<file path="config.mk">
export PLATFORM = sky130hd
export DESIGN_NAME = uxr_ext_regs
export DESIGN_NICKNAME = d
export VERILOG_FILES = /design/src/verilog/uxr_pkg.sv /design/src/verilog/uxr_if.sv /design/src/verilog/uxr_ext_regs.sv /design/src/verilog/uxr_trigger_select.sv /design/src/verilog/uxr_flow_gate.sv
export VERILOG_INCLUDE_DIRS = /design/src /design/src/verilog
export SDC_FILE = /design/constraint.sdc
export NUM_CORES = 1
export LEC_CHECK = 0
export BUFFER_PORTS_ARGS = -buffer_cell sky130_fd_sc_hd__buf_2
export CORE_MARGIN = 2
export CORE_UTILIZATION = 55
export DETAILED_ROUTE_END_ITERATION = 16
export PLACE_DENSITY = 0.88
export SLEW_MARGIN = 15
export SYNTH_ARGS = -nofsm -noshare
export SYNTH_HDL_FRONTEND = slang
export SYNTH_SLANG_ARGS = --single-unit
</file>
<file path="constraint.sdc">
create_clock -name clk -period 3.3 [get_ports clk]
set_input_delay 0.165 -clock clk [delete_from_list [all_inputs] [get_ports clk]]
set_output_delay 0.165 -clock clk [all_outputs]
set_load 0.05 [all_outputs]
</file>
<file path="src/verilog/uxr_consts.svh">
// Constants of the extended UART register bank: offsets, field positions,
// reset values and default FIFO trigger levels.
// Assumes inclusion by bare name from every file that needs them.
`ifndef UXR_CONSTS_SVH
`define UXR_CONSTS_SVH

// ----------------------------------------------------------------------------
// Register offsets
// ----------------------------------------------------------------------------
`define UXR_OFF_DIV_LO      3'h0
`define UXR_OFF_DIV_HI      3'h1
`define UXR_OFF_CTRL2       3'h2
`define UXR_OFF_LINE        3'h3
`define UXR_OFF_MODEM       3'h4
`define UXR_OFF_CHAR5       3'h5
`define UXR_OFF_THRESH      3'h6
`define UXR_OFF_LEVEL       3'h7

// ----------------------------------------------------------------------------
// Bank keys and field positions
// ----------------------------------------------------------------------------
`define UXR_LINE_ENH_KEY    8'hBF
`define UXR_LINE_DIV_BIT    7
`define UXR_EFR_RTS_BIT     6
`define UXR_EFR_ENH_BIT     4
`define UXR_IER_SLEEP_BIT   4
`define UXR_MCR_BANK_BIT    6
`define UXR_MCR_LOOP_BIT    4
`define UXR_MCR_RDY_BIT     2
`define UXR_MCR_RTS_BIT     1
`define UXR_FCR_RX_LSB      6
`define UXR_FCR_TX_LSB      4

// ----------------------------------------------------------------------------
// Reset values
// ----------------------------------------------------------------------------
`define UXR_RST_BYTE        8'h00
`define UXR_RST_LINE        8'h00

// ----------------------------------------------------------------------------
// Trigger levels selected through the FIFO control bits
// ----------------------------------------------------------------------------
`define UXR_RX_LVL0         7'h08
`define UXR_RX_LVL1         7'h10
`define UXR_RX_LVL2         7'h38
`define UXR_RX_LVL3         7'h3C
`define UXR_TX_LVL0         7'h08
`define UXR_TX_LVL1         7'h10
`define UXR_TX_LVL2         7'h20
`define UXR_TX_LVL3         7'h38

`endif

</file>
<file path="src/verilog/uxr_pkg.sv">
// Types shared by the extended UART register bank modules.
// Assumes nothing of its surroundings.
package uxr_pkg;

  typedef logic [7:0] uxr_byte_type;
  typedef logic [6:0] uxr_level_type;

  // Register reached by the current address and bank settings
  typedef enum logic [3:0] {
    TGT_NONE   = 4'h0,
    TGT_DIV_LO = 4'h1,
    TGT_DIV_HI = 4'h2,
    TGT_IER    = 4'h3,
    TGT_FCR    = 4'h4,
    TGT_EFR    = 4'h5,
    TGT_LCR    = 4'h6,
    TGT_MCR    = 4'h7,
    TGT_FLOW_RESUME_CHAR_ONE   = 4'h8,
    TGT_FLOW_RESUME_CHAR_TWO   = 4'h9,
    TGT_FLOW_PAUSE_CHAR_ONE  = 4'hA,
    TGT_FLOW_PAUSE_CHAR_TWO  = 4'hB,
    TGT_TCR    = 4'hC,
    TGT_TLR    = 4'hD,
    TGT_RDY    = 4'hE
  } uxr_target_type;

endpackage

</file>
<file path="src/verilog/uxr_if.sv">
// Interfaces between the register bank and its trigger and flow helpers.
// Assumes the owner drives the settings and the helper the result.
`timescale 1ns/1ps

// Trigger level selection: programmed field or fallback selector
interface uxr_level_if;
  logic [3:0] field;
  logic [1:0] fcrSel;
  logic [6:0] level;
  modport owner (output field, output fcrSel, input level);
  modport calc  (input field, input fcrSel, output level);
endinterface

// Request-to-send hysteresis between halt and resume levels
interface uxr_flow_if;
  logic       enable;
  logic       mcrRts;
  logic [6:0] rxCount;
  logic [6:0] haltLevel;
  logic [6:0] resumeLevel;
  logic       rtsN;
  modport owner (output enable, output mcrRts, output rxCount, output haltLevel,
                 output resumeLevel, input rtsN);
  modport gate  (input enable, input mcrRts, input rxCount, input haltLevel,
                 input resumeLevel, output rtsN);
endinterface

</file>
<file path="src/verilog/uxr_ext_regs.sv">
// Extended register bank of one UART channel on the 8-bit host bus.
// Assumes bus strobes synchronous to clk and FIFO counts from the datapath.
`timescale 1ns/1ps
`include "uxr_consts.svh"

module uxr_ext_regs #(
  parameter int CHANNEL = 0  // Index of this channel in the ready byte
) (
  input  wire logic                   clk,            // System clock
  input  wire logic                   rstn,           // Asynchronous reset, active low
  input  wire logic                   chanSelectN,    // Channel select, active low
  input  wire logic [2:0]             addr,           // Register offset
  input  wire logic                   wrN,            // Write strobe, active low
  input  wire logic                   rdN,            // Read strobe, active low
  input  wire uxr_pkg::uxr_byte_type  wrData,         // Write data
  output uxr_pkg::uxr_byte_type       rdData,         // Registered read data
  input  wire uxr_pkg::uxr_level_type rxCount,        // Receive FIFO fill
  input  wire uxr_pkg::uxr_level_type txSpace,        // Transmit FIFO free spaces
  input  wire logic                   rxTimeout,      // Receive time-out seen
  input  wire logic [3:0]             peerRxReady,    // Receive ready of all channels
  input  wire logic [3:0]             peerTxReady,    // Transmit ready of all channels
  output logic                        rxReady,        // This channel receive ready
  output logic                        txReady,        // This channel transmit ready
  output logic                        rtsN,           // Request-to-send pin, active low
  output logic [15:0]                 baudDivisor,    // Baud generator divisor
  output logic                        sleepEnable,    // Sleep mode requested
  output logic                        loopback,       // Internal loop-back on
  output uxr_pkg::uxr_byte_type       flowMode,       // Enhanced feature byte
  output uxr_pkg::uxr_byte_type       resumeChar1,    // First resume character
  output uxr_pkg::uxr_byte_type       resumeChar2,    // Second resume character
  output uxr_pkg::uxr_byte_type       pauseChar1,     // First pause character
  output uxr_pkg::uxr_byte_type       pauseChar2,     // Second pause character
  output uxr_pkg::uxr_level_type      rxTrigger,      // Effective receive trigger
  output uxr_pkg::uxr_level_type      txTrigger       // Effective transmit trigger
);
  import uxr_pkg::*;

  // --------------------------------------------------------------------------
  // Register state
  // --------------------------------------------------------------------------
  uxr_byte_type   divLo_q, divHi_q, ier_q, fcr_q, efr_q, lcr_q, mcr_q;
  uxr_byte_type   flow_resume_char_one_q, flow_resume_char_two_q, flow_pause_char_one_q, flow_pause_char_two_q, tcr_q, tlr_q;
  uxr_byte_type   rdData_q, rdData_d;
  logic           wrN_q, wrPulse, enhOn, rdyOpen;
  uxr_target_type target;
  uxr_byte_type   readyByte;
  logic           rxReady_q, txReady_q;
  uxr_level_type  rxTrigger_q, txTrigger_q;

  uxr_level_if rxLvl ();
  uxr_level_if txLvl ();
  uxr_flow_if  flow ();

  // --------------------------------------------------------------------------
  // Bus decode
  // --------------------------------------------------------------------------
  // One write per strobe fall, so a long strobe cannot write twice
  always_ff @(posedge clk or negedge rstn) begin
    if (!rstn) begin
      wrN_q <= 1'b1;
    end else begin
      wrN_q <= wrN;
    end
  end

  assign wrPulse = !chanSelectN && !wrN && wrN_q;
  assign enhOn   = efr_q[`UXR_EFR_ENH_BIT];
  assign rdyOpen = mcr_q[`UXR_MCR_RDY_BIT] && !mcr_q[`UXR_MCR_LOOP_BIT];

  // Bank selection from line and modem control
  always_comb begin
    target = TGT_NONE;
    if (lcr_q == `UXR_LINE_ENH_KEY) begin
      unique case (addr)
        `UXR_OFF_DIV_LO: target = TGT_DIV_LO;
        `UXR_OFF_DIV_HI: target = TGT_DIV_HI;
        `UXR_OFF_CTRL2:  target = TGT_EFR;
        `UXR_OFF_LINE:   target = TGT_LCR;
        `UXR_OFF_MODEM:  target = TGT_FLOW_RESUME_CHAR_ONE;
        `UXR_OFF_CHAR5:  target = TGT_FLOW_RESUME_CHAR_TWO;
        `UXR_OFF_THRESH: target = TGT_FLOW_PAUSE_CHAR_ONE;
        `UXR_OFF_LEVEL:  target = TGT_FLOW_PAUSE_CHAR_TWO;
      endcase
    end else begin
      unique case (addr)
        `UXR_OFF_DIV_LO: target = lcr_q[`UXR_LINE_DIV_BIT] ? TGT_DIV_LO : TGT_NONE;
        `UXR_OFF_DIV_HI: target = lcr_q[`UXR_LINE_DIV_BIT] ? TGT_DIV_HI : TGT_IER;
        `UXR_OFF_CTRL2:  target = TGT_FCR;
        `UXR_OFF_LINE:   target = TGT_LCR;
        `UXR_OFF_MODEM:  target = TGT_MCR;
        `UXR_OFF_CHAR5:  target = TGT_NONE;
        `UXR_OFF_THRESH: target = mcr_q[`UXR_MCR_BANK_BIT] ? TGT_TCR : TGT_NONE;
        `UXR_OFF_LEVEL:  target = mcr_q[`UXR_MCR_BANK_BIT] ? TGT_TLR : (rdyOpen ? TGT_RDY : TGT_NONE);
      endcase
    end
  end

  // --------------------------------------------------------------------------
  // Divisor, line and interrupt enable
  // --------------------------------------------------------------------------
  // Divisor frozen while sleep is enabled; clock stays stable asleep
  always_ff @(posedge clk or negedge rstn) begin
    if (!rstn) begin
      divLo_q <= `UXR_RST_BYTE;
      divHi_q <= `UXR_RST_BYTE;
    end else if (wrPulse && !ier_q[`UXR_IER_SLEEP_BIT]) begin
      if (target == TGT_DIV_LO) begin
        divLo_q <= wrData;
      end
      if (target == TGT_DIV_HI) begin
        divHi_q <= wrData;
      end
    end
  end

  // Line control selects the banks
  always_ff @(posedge clk or negedge rstn) begin
    if (!rstn) begin
      lcr_q <= `UXR_RST_LINE;
    end else if (wrPulse && target == TGT_LCR) begin
      lcr_q <= wrData;
    end
  end

  // Upper enable bits only move with the enhanced bit set
  always_ff @(posedge clk or negedge rstn) begin
    if (!rstn) begin
      ier_q <= `UXR_RST_BYTE;
    end else if (wrPulse && target == TGT_IER) begin
      ier_q <= {enhOn ? wrData[7:4] : ier_q[7:4], wrData[3:0]};
    end
  end

  // --------------------------------------------------------------------------
  // FIFO, enhanced and modem control
  // --------------------------------------------------------------------------
  always_ff @(posedge clk or negedge rstn) begin
    if (!rstn) begin
      fcr_q <= `UXR_RST_BYTE;
    end else if (wrPulse && target == TGT_FCR) begin
      fcr_q <= {wrData[7:6], enhOn ? wrData[5:4] : fcr_q[5:4], wrData[3:0]};
    end
  end

  always_ff @(posedge clk or negedge rstn) begin
    if (!rstn) begin
      efr_q <= `UXR_RST_BYTE;
    end else if (wrPulse && target == TGT_EFR) begin
      efr_q <= wrData;
    end
  end

  // Bank bit itself is guarded, so the extended bank needs both keys
  always_ff @(posedge clk or negedge rstn) begin
    if (!rstn) begin
      mcr_q <= `UXR_RST_BYTE;
    end else if (wrPulse && target == TGT_MCR) begin
      mcr_q <= {enhOn ? wrData[7:5] : mcr_q[7:5], wrData[4:0]};
    end
  end

  // --------------------------------------------------------------------------
  // Flow characters
  // --------------------------------------------------------------------------
  always_ff @(posedge clk or negedge rstn) begin
    if (!rstn) begin
      flow_resume_char_one_q  <= `UXR_RST_BYTE;
      flow_resume_char_two_q  <= `UXR_RST_BYTE;
      flow_pause_char_one_q <= `UXR_RST_BYTE;
      flow_pause_char_two_q <= `UXR_RST_BYTE;
    end else if (wrPulse) begin
      if (target == TGT_FLOW_RESUME_CHAR_ONE) begin
        flow_resume_char_one_q <= wrData;
      end
      if (target == TGT_FLOW_RESUME_CHAR_TWO) begin
        flow_resume_char_two_q <= wrData;
      end
      if (target == TGT_FLOW_PAUSE_CHAR_ONE) begin
        flow_pause_char_one_q <= wrData;
      end
      if (target == TGT_FLOW_PAUSE_CHAR_TWO) begin
        flow_pause_char_two_q <= wrData;
      end
    end
  end

  // --------------------------------------------------------------------------
  // Threshold and trigger level registers
  // --------------------------------------------------------------------------
  // Ignored silently when either key is missing
  always_ff @(posedge clk or negedge rstn) begin
    if (!rstn) begin
      tcr_q <= `UXR_RST_BYTE;
      tlr_q <= `UXR_RST_BYTE;
    end else if (wrPulse && enhOn && mcr_q[`UXR_MCR_BANK_BIT]) begin
      if (target == TGT_TCR) begin
        tcr_q <= wrData;
      end
      if (target == TGT_TLR) begin
        tlr_q <= wrData;
      end
    end
  end

  // --------------------------------------------------------------------------
  // Trigger selection and flow gate
  // --------------------------------------------------------------------------
  assign rxLvl.field  = tlr_q[7:4];
  assign rxLvl.fcrSel = fcr_q[`UXR_FCR_RX_LSB +: 2];
  assign txLvl.field  = tlr_q[3:0];
  assign txLvl.fcrSel = fcr_q[`UXR_FCR_TX_LSB +: 2];

  uxr_trigger_select #(.LEVEL0(`UXR_RX_LVL0), .LEVEL1(`UXR_RX_LVL1), .LEVEL2(`UXR_RX_LVL2), .LEVEL3(`UXR_RX_LVL3))
    rxSelect (.lvl(rxLvl));

  uxr_trigger_select #(.LEVEL0(`UXR_TX_LVL0), .LEVEL1(`UXR_TX_LVL1), .LEVEL2(`UXR_TX_LVL2), .LEVEL3(`UXR_TX_LVL3))
    txSelect (.lvl(txLvl));

  // Fields count in fours; halt above resume is the host's duty
  assign flow.enable      = efr_q[`UXR_EFR_RTS_BIT];
  assign flow.mcrRts      = mcr_q[`UXR_MCR_RTS_BIT];
  assign flow.rxCount     = rxCount;
  assign flow.haltLevel   = {1'b0, tcr_q[3:0], 2'b00};
  assign flow.resumeLevel = {1'b0, tcr_q[7:4], 2'b00};

  uxr_flow_gate flowGate (
    .clk  (clk),
    .rstn (rstn),
    .flow (flow)
  );

  // --------------------------------------------------------------------------
  // FIFO ready status
  // --------------------------------------------------------------------------
  // Registered each cycle, so status is at most one cycle old
  always_ff @(posedge clk or negedge rstn) begin
    if (!rstn) begin
      rxReady_q   <= 1'b0;
      txReady_q   <= 1'b0;
      rxTrigger_q <= 7'h00;
      txTrigger_q <= 7'h00;
    end else begin
      rxReady_q   <= (rxCount > rxLvl.level) || rxTimeout;
      txReady_q   <= txSpace >= txLvl.level;
      rxTrigger_q <= rxLvl.level;
      txTrigger_q <= txLvl.level;
    end
  end

  // Own channel bit replaces the peer copy
  always_comb begin
    readyByte = {peerRxReady, peerTxReady};
    readyByte[4 + CHANNEL] = rxReady_q;
    readyByte[CHANNEL]     = txReady_q;
  end

  // --------------------------------------------------------------------------
  // Read path
  // --------------------------------------------------------------------------
  always_comb begin
    unique case (target)
      TGT_DIV_LO: rdData_d = divLo_q;
      TGT_DIV_HI: rdData_d = divHi_q;
      TGT_IER:    rdData_d = ier_q;
      TGT_EFR:    rdData_d = efr_q;
      TGT_LCR:    rdData_d = lcr_q;
      TGT_MCR:    rdData_d = mcr_q;
      TGT_FLOW_RESUME_CHAR_ONE:   rdData_d = flow_resume_char_one_q;
      TGT_FLOW_RESUME_CHAR_TWO:   rdData_d = flow_resume_char_two_q;
      TGT_FLOW_PAUSE_CHAR_ONE:  rdData_d = flow_pause_char_one_q;
      TGT_FLOW_PAUSE_CHAR_TWO:  rdData_d = flow_pause_char_two_q;
      TGT_TCR:    rdData_d = tcr_q;
      TGT_TLR:    rdData_d = rdyOpen ? readyByte : tlr_q;
      TGT_RDY:    rdData_d = readyByte;
      default:    rdData_d = 8'h00;
    endcase
  end

  // Data follows the strobe while held, holds after it
  always_ff @(posedge clk or negedge rstn) begin
    if (!rstn) begin
      rdData_q <= 8'h00;
    end else if (!chanSelectN && !rdN) begin
      rdData_q <= rdData_d;
    end
  end

  // --------------------------------------------------------------------------
  // Outputs
  // --------------------------------------------------------------------------
  assign rdData      = rdData_q;
  assign rxReady     = rxReady_q;
  assign txReady     = txReady_q;
  assign rtsN        = flow.rtsN;
  assign baudDivisor = {divHi_q, divLo_q};
  assign sleepEnable = ier_q[`UXR_IER_SLEEP_BIT];
  assign loopback    = mcr_q[`UXR_MCR_LOOP_BIT];
  assign flowMode    = efr_q;
  assign resumeChar1 = flow_resume_char_one_q;
  assign resumeChar2 = flow_resume_char_two_q;
  assign pauseChar1  = flow_pause_char_one_q;
  assign pauseChar2  = flow_pause_char_two_q;
  assign rxTrigger   = rxTrigger_q;
  assign txTrigger   = txTrigger_q;

endmodule

</file>
<file path="src/verilog/uxr_trigger_select.sv">
// Effective FIFO trigger level for one direction.
// Assumes the owner supplies the 4-bit programmed field and 2-bit selector.
`timescale 1ns/1ps
`include "uxr_consts.svh"

module uxr_trigger_select #(
  parameter logic [6:0] LEVEL0 = `UXR_RX_LVL0,
  parameter logic [6:0] LEVEL1 = `UXR_RX_LVL1,
  parameter logic [6:0] LEVEL2 = `UXR_RX_LVL2,
  parameter logic [6:0] LEVEL3 = `UXR_RX_LVL3
) (
  uxr_level_if.calc lvl  // Field, selector and resulting level
);
  import uxr_pkg::*;

  // A zero field falls back to the selector table
  always_comb begin
    unique case (lvl.fcrSel)
      2'b00: lvl.level = LEVEL0;
      2'b01: lvl.level = LEVEL1;
      2'b10: lvl.level = LEVEL2;
      2'b11: lvl.level = LEVEL3;
    endcase
    if (lvl.field != 4'h0) begin
      lvl.level = {1'b0, lvl.field, 2'b00};  // Field counts in fours
    end
  end

endmodule

</file>
<file path="src/verilog/uxr_flow_gate.sv">
// Request-to-send hysteresis driven by receive FIFO occupancy.
// Assumes halt level above resume level; nothing here checks it.
`timescale 1ns/1ps

module uxr_flow_gate (
  input  wire logic clk,   // System clock
  input  wire logic rstn,  // Asynchronous reset, active low
  uxr_flow_if.gate  flow   // Levels in, pin level out
);
  import uxr_pkg::*;

  logic rtsN_q;

  // Halt wins over resume when levels are misprogrammed
  always_ff @(posedge clk or negedge rstn) begin
    if (!rstn) begin
      rtsN_q <= 1'b1;
    end else if (!flow.enable) begin
      rtsN_q <= ~flow.mcrRts;
    end else if (flow.rxCount >= flow.haltLevel) begin
      rtsN_q <= 1'b1;
    end else if (flow.rxCount <= flow.resumeLevel) begin
      rtsN_q <= 1'b0;
    end
  end

  assign flow.rtsN = rtsN_q;

endmodule

</file>
==> out/qor.yml, run 1 <==
period_share_pct: 86.3
insertion_delay_ns: 0.42
cts_tree: "built"
path_class: "flip-flop to flip-flop"
postCtsSetupBuffers: 0
post_cts_resized: 0
ys_seq_area_share_pct: 47.5
skew_ns: 0.00677
drc_errors: 0
cp.required_ns: 3.60
synth_area_per_cell_sq_um: 11.6
whs_ns: 0.0819
dr.first_iter.drc_count: 446
start_util_pct: 55.9
grt_max_degree: 66
rows: 39
grt.total_usage_pct: 30.9
dieArea_sq_um: 12400
crit_chain: "nand4b_4 > o21a_1 > a311oi_1 > and2_1 > nand4_4 > mux2_2"
pin_count: 122
p_per_area_nw_per_um2: 582
grt_pass1_vias: 5329
hold_viol: 0
place_congestion: 0.984
core_area_sq_um: 11300
slowest_delay_ns: 0.79
cts_buffers: 17
viasPerCell: 6.39
fp.dieW_um: 111
ir_worst_vdd_mv: 0.477
path_depth: 6
hp-class: "primary input to flip-flop"
dieHeight_um: 111
synth_area_sq_um: 6330
rsz0062_at_grt: "no"
status: "complete, no violations"
startpoint: "lcr_q[7]"
n_antenna_cell: 0
place_hpwl_um: 13300
grt_remaining_overflow: 0
synthCells: 544
ys_seq_elements: 120
worst_pin_slew_ns: 1.00
max_freq_ghz: 0.351
port_buffers: 113
synth-edff-count: 0
final_layout_size_suffix_gt1_share_pct: 42.0
path_buf_inv: 0
fin_nets: 718
wl_per_cell_um: 22.9
cp_top_family: "compound AO/OA/AOI/OAI gates"
final_cell_mix: "118 x dfrtp_1, 112 x buf_2, 109 x mux2_2"
fin_ws_ns: 0.452
path_clk_slew_ns: 0.05
final_cell_area_sq_um: 7650
setup_tns_ns: 0
cap_violations: 0
start_kind: "flip-flop"
ys.flop_type: "dfrtp_1"
htree_levels: 4
end_kind: "flip-flop"
fillers: 854
relSlewSlack_pct: 32.7
final_antenna_net_count: 0
setup_viol: 0
ys_async_sr_fraction_pct: 100
area_delta_synth_final_pct: 20.9
yosysUniqueCellTypes: 66
regToRegSetupSlack_ns: 0.45
antenna_found_initial: 0
worstPathMaxFanout: 9
fin_crit_ns: 2.85
grt_pass1_wl_um: 29200
final_common_cell: "dfrtp_1"
reg2reg_from: "lcr_q[7]"
ys_warn_count: 0
arrival_ns: 3.15
worst_r2r_path_depth: 6
vias: 5205
postCtsHoldBufs: 5
final_max_slew_viol_count: 0
clockBufferDepth: 2
cp-endpoint: "tcr_q[6]"
drt_first_pass_iters: 10
placed_area_sq_um: 7010
power.leakage_nw: 3.91
cts-root-buf: "clkbuf_16"
post-place-ws_ns: 0.545
r2r_end: "tcr_q[6]"
totalWireLength_um: 18700
cp_slowest_cell: "a311oi_1"
cts_sinks: 120
cell type report:
cell class	instances	area, sq um	share of cell area (%)
inverters	21	78.8	1.03
clock inverters	8	92.6	1.21
flip-flops and latches	120	3010	39.3
repair buffers	131	728	9.52
multi-input cells	368	3070	40.1
well taps	143	179	2.34
clock buffers	24	502	6.56
kinds of logic (layout without fill, tap and decap cells):
logic type	count (synthesis)	after routing	synth area share (%)
compound gates	106	106	12.0
fa+ha+maj	20	20	3.95
buf+inv	61	184	4.35
flops	120	120	47.5
mux	116	116	20.5
other cells	1	6	0.0593
simple gates	120	120	11.7
sequential cells by signal, summed over array words and instances, names as in the netlist:
| register | cells |
|---|---|
| divHi_q | 8 |
| divLo_q | 8 |
| fcr_q | 4 |
| flowGate.flow.rtsN | 1 |
| flowMode | 8 |
| ier_q | 8 |
| lcr_q | 8 |
| mcr_q | 8 |
| pauseChar1 | 8 |
| pauseChar2 | 8 |
| rdData | 8 |
| resumeChar1 | 8 |
| resumeChar2 | 8 |
| rxReady | 1 |
| rxTrigger | 4 |
| tcr_q | 8 |
| tlr_q | 8 |
| txReady | 1 |
| txTrigger | 4 |
| wrN_q | 1 |
how the worst min path moves through the flow:
| stage | from | endpoint | cells after the start |
|---|---|---|---|
| after floorplan | rstn | divHi_q[0] | 0 |
| after global placement | rstn | resumeChar1[3] | 1 |
| final | rxCount[6] | flowGate.flow.rtsN | 3 |
| after CTS | rxCount[1] | rxReady | 3 |
| after global routing | rxCount[6] | flowGate.flow.rtsN | 3 |
| after detailed placement | rstn | pauseChar1[3] | 1 |
tightest hold or removal path: stages:
cell and delay, ns:
buf_2 0.12, nor2_1 0.09, a41oi_1 0.12
where the power goes:
group          switching, W  total [W]  internal [W]  leakage, nW
clock network      0.000646    0.00185       0.00120        0.296
registers          0.000126    0.00173       0.00161         1.60
logic              0.000602   0.000869      0.000266         2.01
cells in the mapped netlist, drive strengths merged (13+ instances only):
master | number | area [sq um]
a21oi | 15 | 75.1
buf | 20 | 121
clkbuf | 20 | 75.1
dfrtp | 118 | 2950
ha | 20 | 250
inv | 21 | 78.8
mux2 | 109 | 1230
nand2 | 33 | 131
nand3 | 13 | 65.1
nor2 | 16 | 67.6
o21ai | 25 | 125
per-layer routing:
| layer | track usage [%] | share of wire (%) |
|---|---|---|
| met5 | 0 | 0 |
| met4 | 13.4 | 2.9 |
| met3 | 6.89 | 7.3 |
| met1 | 39.6 | 41 |
| met2 | 50.7 | 49 |
per-stage QoR:
step | cells | utilization [%] | total power [W]
after global routing | 815 | 67.6 | 0.00460
after detailed placement | 778 | 61.9 | 0.00261
after global placement | 778 | 61.9 | 0.00258
after CTS | 815 | 67.6 | 0.00446
final | 815 | 67.6 | 0.00445
after floorplan | 549 | - | 0.00234
(Power assumes the default switching activity.)
==> run 2: changes to the inputs <==
BUFFER_PORTS_ARGS = not set   (was -buffer_cell sky130_fd_sc_hd__buf_2)
CORE_ASPECT_RATIO = 1.1   (was not set)
DONT_BUFFER_PORTS = 1   (was not set)
PLACE_DENSITY = 0.79   (was 0.88)
==> out/qor.yml, run 2 (synthesis results as in run 1) <==
skew_ns: 0.00978  # was 0.00677 ns
worst_pin_slew_ns: 1.03  # was 1.00 ns
end_kind: "flip-flop"  # unchanged
r2r_end: "tcr_q[7]"  # was tcr_q[6]
path_clk_slew_ns: 0.05  # about the same
cp_top_family: "compound AO/OA/AOI/OAI gates"  # unchanged
place_hpwl_um: 12400  # was 13300 um
grt_max_degree: 121  # was 66
slowest_delay_ns: 0.81  # was 0.79 ns
worstPathMaxFanout: 9  # unchanged
multi_input_comb_area_sq_um: 3070  # unchanged
cap_violations: 0  # unchanged
wl_per_cell_um: 24.6  # was 22.9 um
htree_levels: 4  # unchanged
fin_crit_ns: 2.85  # about the same
start_util_pct: 55.8  # was 55.9%
core_area_sq_um: 11300  # about the same
post_cts_resized: 0  # unchanged
drt_first_pass_iters: 9  # was 10
final_common_cell: "dfrtp_1"  # unchanged
regToRegSetupSlack_ns: 0.45  # about the same
grt_pass1_wl_um: 27300  # was 29200 um
final_util_pct: 63.3  # was 67.6%
cp.required_ns: 3.60  # about the same
dieArea_sq_um: 12400  # about the same
max_freq_ghz: 0.351  # about the same
hold_depth: 3  # unchanged
totalWireLength_um: 17600  # was 18700 um
setup_tns_ns: 0  # unchanged
pin_count: 122  # unchanged
period_share_pct: 86.4  # was 86.3%
drc_errors: 0  # unchanged
clockBufferDepth: 2  # unchanged
reg2reg_from: "lcr_q[7]"  # unchanged
vias: 4677  # was 5205
grt.total_usage_pct: 29.7  # was 30.9%
regArea_sq_um: 3010  # unchanged
area_delta_synth_final_pct: 13.4  # was 20.9%
insertion_delay_ns: 0.42  # about the same
n_antenna_cell: 0  # unchanged
fin_nets: 610  # was 718
hold_end: "txReady"  # was flowGate.flow.rtsN
placed_area_sq_um: 6390  # was 7010 sq um
antenna_found_initial: 0  # unchanged
fin_cells: 714  # was 815
rows: 41  # was 39
cts_sinks: 120  # unchanged
fp.dieW_um: 106  # was 111 um
grt_pass1_vias: 4764  # was 5329
viasPerCell: 6.55  # was 6.39
cts-root-buf: "clkbuf_16"  # unchanged
postCtsSetupBuffers: 0  # unchanged
start_kind: "flip-flop"  # unchanged
hp-class: "primary input to flip-flop"  # unchanged
rsz0062_at_grt: "no"  # unchanged
hold_viol: 0  # unchanged
worst_r2r_path_depth: 6  # unchanged
path_class: "flip-flop to flip-flop"  # unchanged
final_cell_area_sq_um: 7180  # was 7650 sq um
cts_buffers: 17  # unchanged
status: "complete, no violations"  # unchanged
power.leakage_nw: 3.39  # was 3.91 nW
fillers: 859  # was 854
final_max_slew_viol_count: 0  # unchanged
cts_tree: "built"  # unchanged
grt_remaining_overflow: 0  # unchanged
postCtsHoldBufs: 16  # was 5
place_congestion: 0.953  # was 0.984
relSlewSlack_pct: 30.7  # was 32.7%
p_per_area_nw_per_um2: 610  # was 582 nW/um^2
final_cell_mix: "118 x dfrtp_1, 109 x mux2_2, 32 x nand2_1"  # was 118 x dfrtp_1, 112 x buf_2, 109 x mux2_2
setup_viol: 0  # unchanged
min_from: "txSpace[5]"  # was rxCount[6]
port_buffers: 0  # was 113
final_layout_size_suffix_gt1_share_pct: 28.9  # was 42.0%
path_buf_inv: 0  # unchanged
crit_chain: "nand4b_4 > o21a_1 > a311oi_1 > and2_1 > nand4_4 > mux2_2"  # unchanged
ir_worst_vdd_mv: 0.318  # was 0.477 mV
dieHeight_um: 116  # was 111 um
final_antenna_net_count: 0  # unchanged
dr.first_iter.drc_count: 503  # was 446
arrival_ns: 3.15  # about the same
placedCellCount: 666  # was 778
cp_slowest_cell: "a311oi_1"  # unchanged
## run 2: tightest hold or removal path: cells and delay by family
kind                       cells  cell delay, ns
adders and majority gates      1            0.12
and+or+nand+nor                2            0.11
## run 2: worst max path at each step
| stage | from | endpoint | cells past startpoint |
|---|---|---|---|
| 6_report | lcr_q[7] | tcr_q[7] | 6 |
| 5_1_grt | lcr_q[2] | rdData[3] | 6 |
| 3_3_place_gp | lcr_q[7] | divHi_q[2] | 7 |
| 2_1_floorplan | mcr_q[4] | divLo_q[0] | 6 |
| 3_5_place_dp | lcr_q[7] | tcr_q[7] | 6 |
| 4_1_cts | lcr_q[7] | tcr_q[7] | 6 |
## run 2: final cells by class
| class | instances | share of cell area [%] |
|---|---|---|
| Clock inverter | 8 | 1.64 |
| Inverter | 21 | 1.10 |
| Tap cell | 150 | 2.62 |
| Multi-Input combinational cell | 368 | 42.7 |
| Timing Repair Buffer | 23 | 3.21 |
| Sequential cell | 120 | 41.9 |
| Clock buffer | 24 | 6.85 |
## run 2: routing by layer
| layer | vias to the layer above | global-route usage (%) | share of wire, % |
|---|---|---|---|
| li1 | 2019 | - | - |
| met1 | 2344 | 36.1 | 38 |
| met2 | 260 | 48.1 | 48 |
| met3 | 54 | 9.93 | 9.4 |
| met4 | 0 | 13.9 | 4.0 |
| met5 | - | 0 | 0 |
## run 2: per-stage QoR
stage	hold slack [ns]	worst slack, ns	power [W]
6_report	0.0115	0.449	0.00438
5_1_grt	0.0450	0.196	0.00453
4_1_cts	0.0115	0.517	0.00439
3_5_place_dp	-0.128	0.540	0.00243
3_3_place_gp	-0.128	0.602	0.00241
2_1_floorplan	-0.131	0.866	0.00234
## run 2: power by group
part,internal [W],switching (W)
Sequential,0.00160,0.000431
Combinational,0.000204,0.000249
Clock,0.00126,0.000634
Total,0.00307,0.00131
==> run 3: changes to the inputs <==
CORE_ASPECT_RATIO = 1.4   (was 1.1)
==> out/qor.yml, run 3 (synthesis results as in run 1) <==
antenna_found_initial: 1  # was 0
drc_errors: 0  # unchanged
status: "complete, no violations"  # unchanged
drt_first_pass_iters: 5  # was 9
grt_max_degree: 121  # unchanged
worstPathMaxFanout: 12  # was 9
core_area_sq_um: 11300  # about the same
port_buffers: 0  # unchanged
cts-root-buf: "clkbuf_16"  # unchanged
grt_pass1_wl_um: 27400  # was 27300 um
fin_crit_ns: 2.99  # was 2.85 ns
worst_pin_slew_ns: 1.08  # was 1.03 ns
fin_cells: 708  # was 714
cp.required_ns: 3.61  # was 3.60 ns
vias: 4677  # unchanged
hp-class: "primary input to flip-flop"  # unchanged
cap_violations: 0  # unchanged
hold_viol: 0  # unchanged
r2r_end: "lcr_q[7]"  # was tcr_q[7]
htree_levels: 4  # unchanged
power.leakage_nw: 3.42  # was 3.39 nW
skew_ns: 0.00861  # was 0.00978 ns
end_kind: "flip-flop"  # unchanged
postCtsHoldBufs: 16  # unchanged
final_cell_area_sq_um: 7230  # was 7180 sq um
dieArea_sq_um: 12400  # about the same
cts_tree: "built"  # unchanged
final_cell_mix: "118 x dfrtp_1, 109 x mux2_2, 32 x nand2_1"  # unchanged
totalWireLength_um: 18000  # was 17600 um
ir_worst_vdd_mv: 0.399  # was 0.318 mV
postCtsSetupBuffers: 0  # unchanged
final_common_cell: "dfrtp_1"  # unchanged
relSlewSlack_pct: 27.7  # was 30.7%
cts_buffers: 17  # unchanged
grt.total_usage_pct: 30.4  # was 29.7%
final_antenna_net_count: 0  # unchanged
path_class: "flip-flop to flip-flop"  # unchanged
post_cts_resized: 0  # unchanged
place_hpwl_um: 12500  # was 12400 um
reg2reg_from: "lcr_q[7]"  # unchanged
hold_end: "txReady"  # unchanged
setup_viol: 0  # unchanged
wl_per_cell_um: 25.5  # was 24.6 um
min_from: "txSpace[5]"  # unchanged
dieHeight_um: 131  # was 116 um
clockBufferDepth: 2  # unchanged
regToRegSetupSlack_ns: 0.31  # was 0.45 ns
grt_remaining_overflow: 0  # unchanged
viasPerCell: 6.61  # was 6.55
area_delta_synth_final_pct: 14.3  # was 13.4%
max_freq_ghz: 0.334  # was 0.351 GHz
p_per_area_nw_per_um2: 631  # was 610 nW/um^2
place_congestion: 0.994  # was 0.953
fin_nets: 611  # was 610
placed_area_sq_um: 6380  # was 6390 sq um
worst_r2r_path_depth: 6  # unchanged
rsz0062_at_grt: "no"  # unchanged
dr.first_iter.drc_count: 517  # was 503
final_max_slew_viol_count: 0  # unchanged
start_kind: "flip-flop"  # unchanged
period_share_pct: 90.7  # was 86.4%
start_util_pct: 56.1  # was 55.8%
grt_pass1_vias: 4766  # was 4764
final_layout_size_suffix_gt1_share_pct: 28.8  # was 28.9%
setup_tns_ns: 0  # unchanged
placedCellCount: 659  # was 666
hold_depth: 3  # unchanged
path_clk_slew_ns: 0.06  # was 0.05 ns
pin_count: 122  # unchanged
rows: 46  # was 41
fp.dieW_um: 94.7  # was 106 um
cts_sinks: 120  # unchanged
insertion_delay_ns: 0.43  # was 0.42 ns
arrival_ns: 3.30  # was 3.15 ns
run 3: worst max path at each step:
stage / startpoint / to / slack [ns] / depth (start not counted)
finish: lcr_q[7] / lcr_q[7] / 0.31 / 6
global route: lcr_q[7] / lcr_q[1] / 0.20 / 6
detailed placement: lcr_q[7] / lcr_q[6] / 0.34 / 6
global placement: lcr_q[7] / lcr_q[1] / 0.42 / 6
floorplan: mcr_q[4] / divLo_q[0] / 0.87 / 6
CTS: lcr_q[7] / lcr_q[6] / 0.35 / 6
run 3: layout make-up:
cell class / count / area, sq um
inverters: 21 / 78.8
clock inverters: 7 / 165
fillers: 900 / 4050
diodes: 1 / 2.50
clock buffers: 23 / 488
flip-flops and latches: 120 / 3010
multi-input cells: 368 / 3070
repair buffers: 24 / 243
well taps: 144 / 180
run 3: critical path: stages (launching register included):
cell and delay [ns]:
dfrtp_1 0.51, nand4b_4 0.23, or2_1 0.44, a311o_1 0.56, or2_2 0.42, nand2b_1 0.33, mux2_2 0.38
run 3: stage by stage:
step	total power [W]	hold WS, ns	util (%)	setup slack (ns)
detailed placement	0.00244	-0.128	56.6	0.339
floorplan	0.00234	-0.131	-	0.866
CTS	0.00457	0.00621	63.9	0.352
global placement	0.00241	-0.128	56.6	0.420
finish	0.00457	0.0210	64.1	0.306
global route	0.00471	0.0736	64.1	0.201
run 3: where the power goes:
group	leakage [nW]	total, W	switching (W)	internal, W
combinational	1.51	0.000463	0.000255	0.000207
sequential	1.60	0.00203	0.000431	0.00160
clock	0.312	0.00207	0.000659	0.00141
run 3: metal layers:
| metal | share of wire, % | up-vias | routed length [um] | track usage, % |
|---|---|---|---|---|
| li1 | - | 2027 | - | - |
| met1 | 37 | 2364 | 6700 | 34.8 |
| met2 | 50 | 234 | 9000 | 49.8 |
| met3 | 8.1 | 52 | 1470 | 10.7 |
| met4 | 4.7 | 0 | 855 | 16.3 |
| met5 | 0 | - | 0 | 0 |
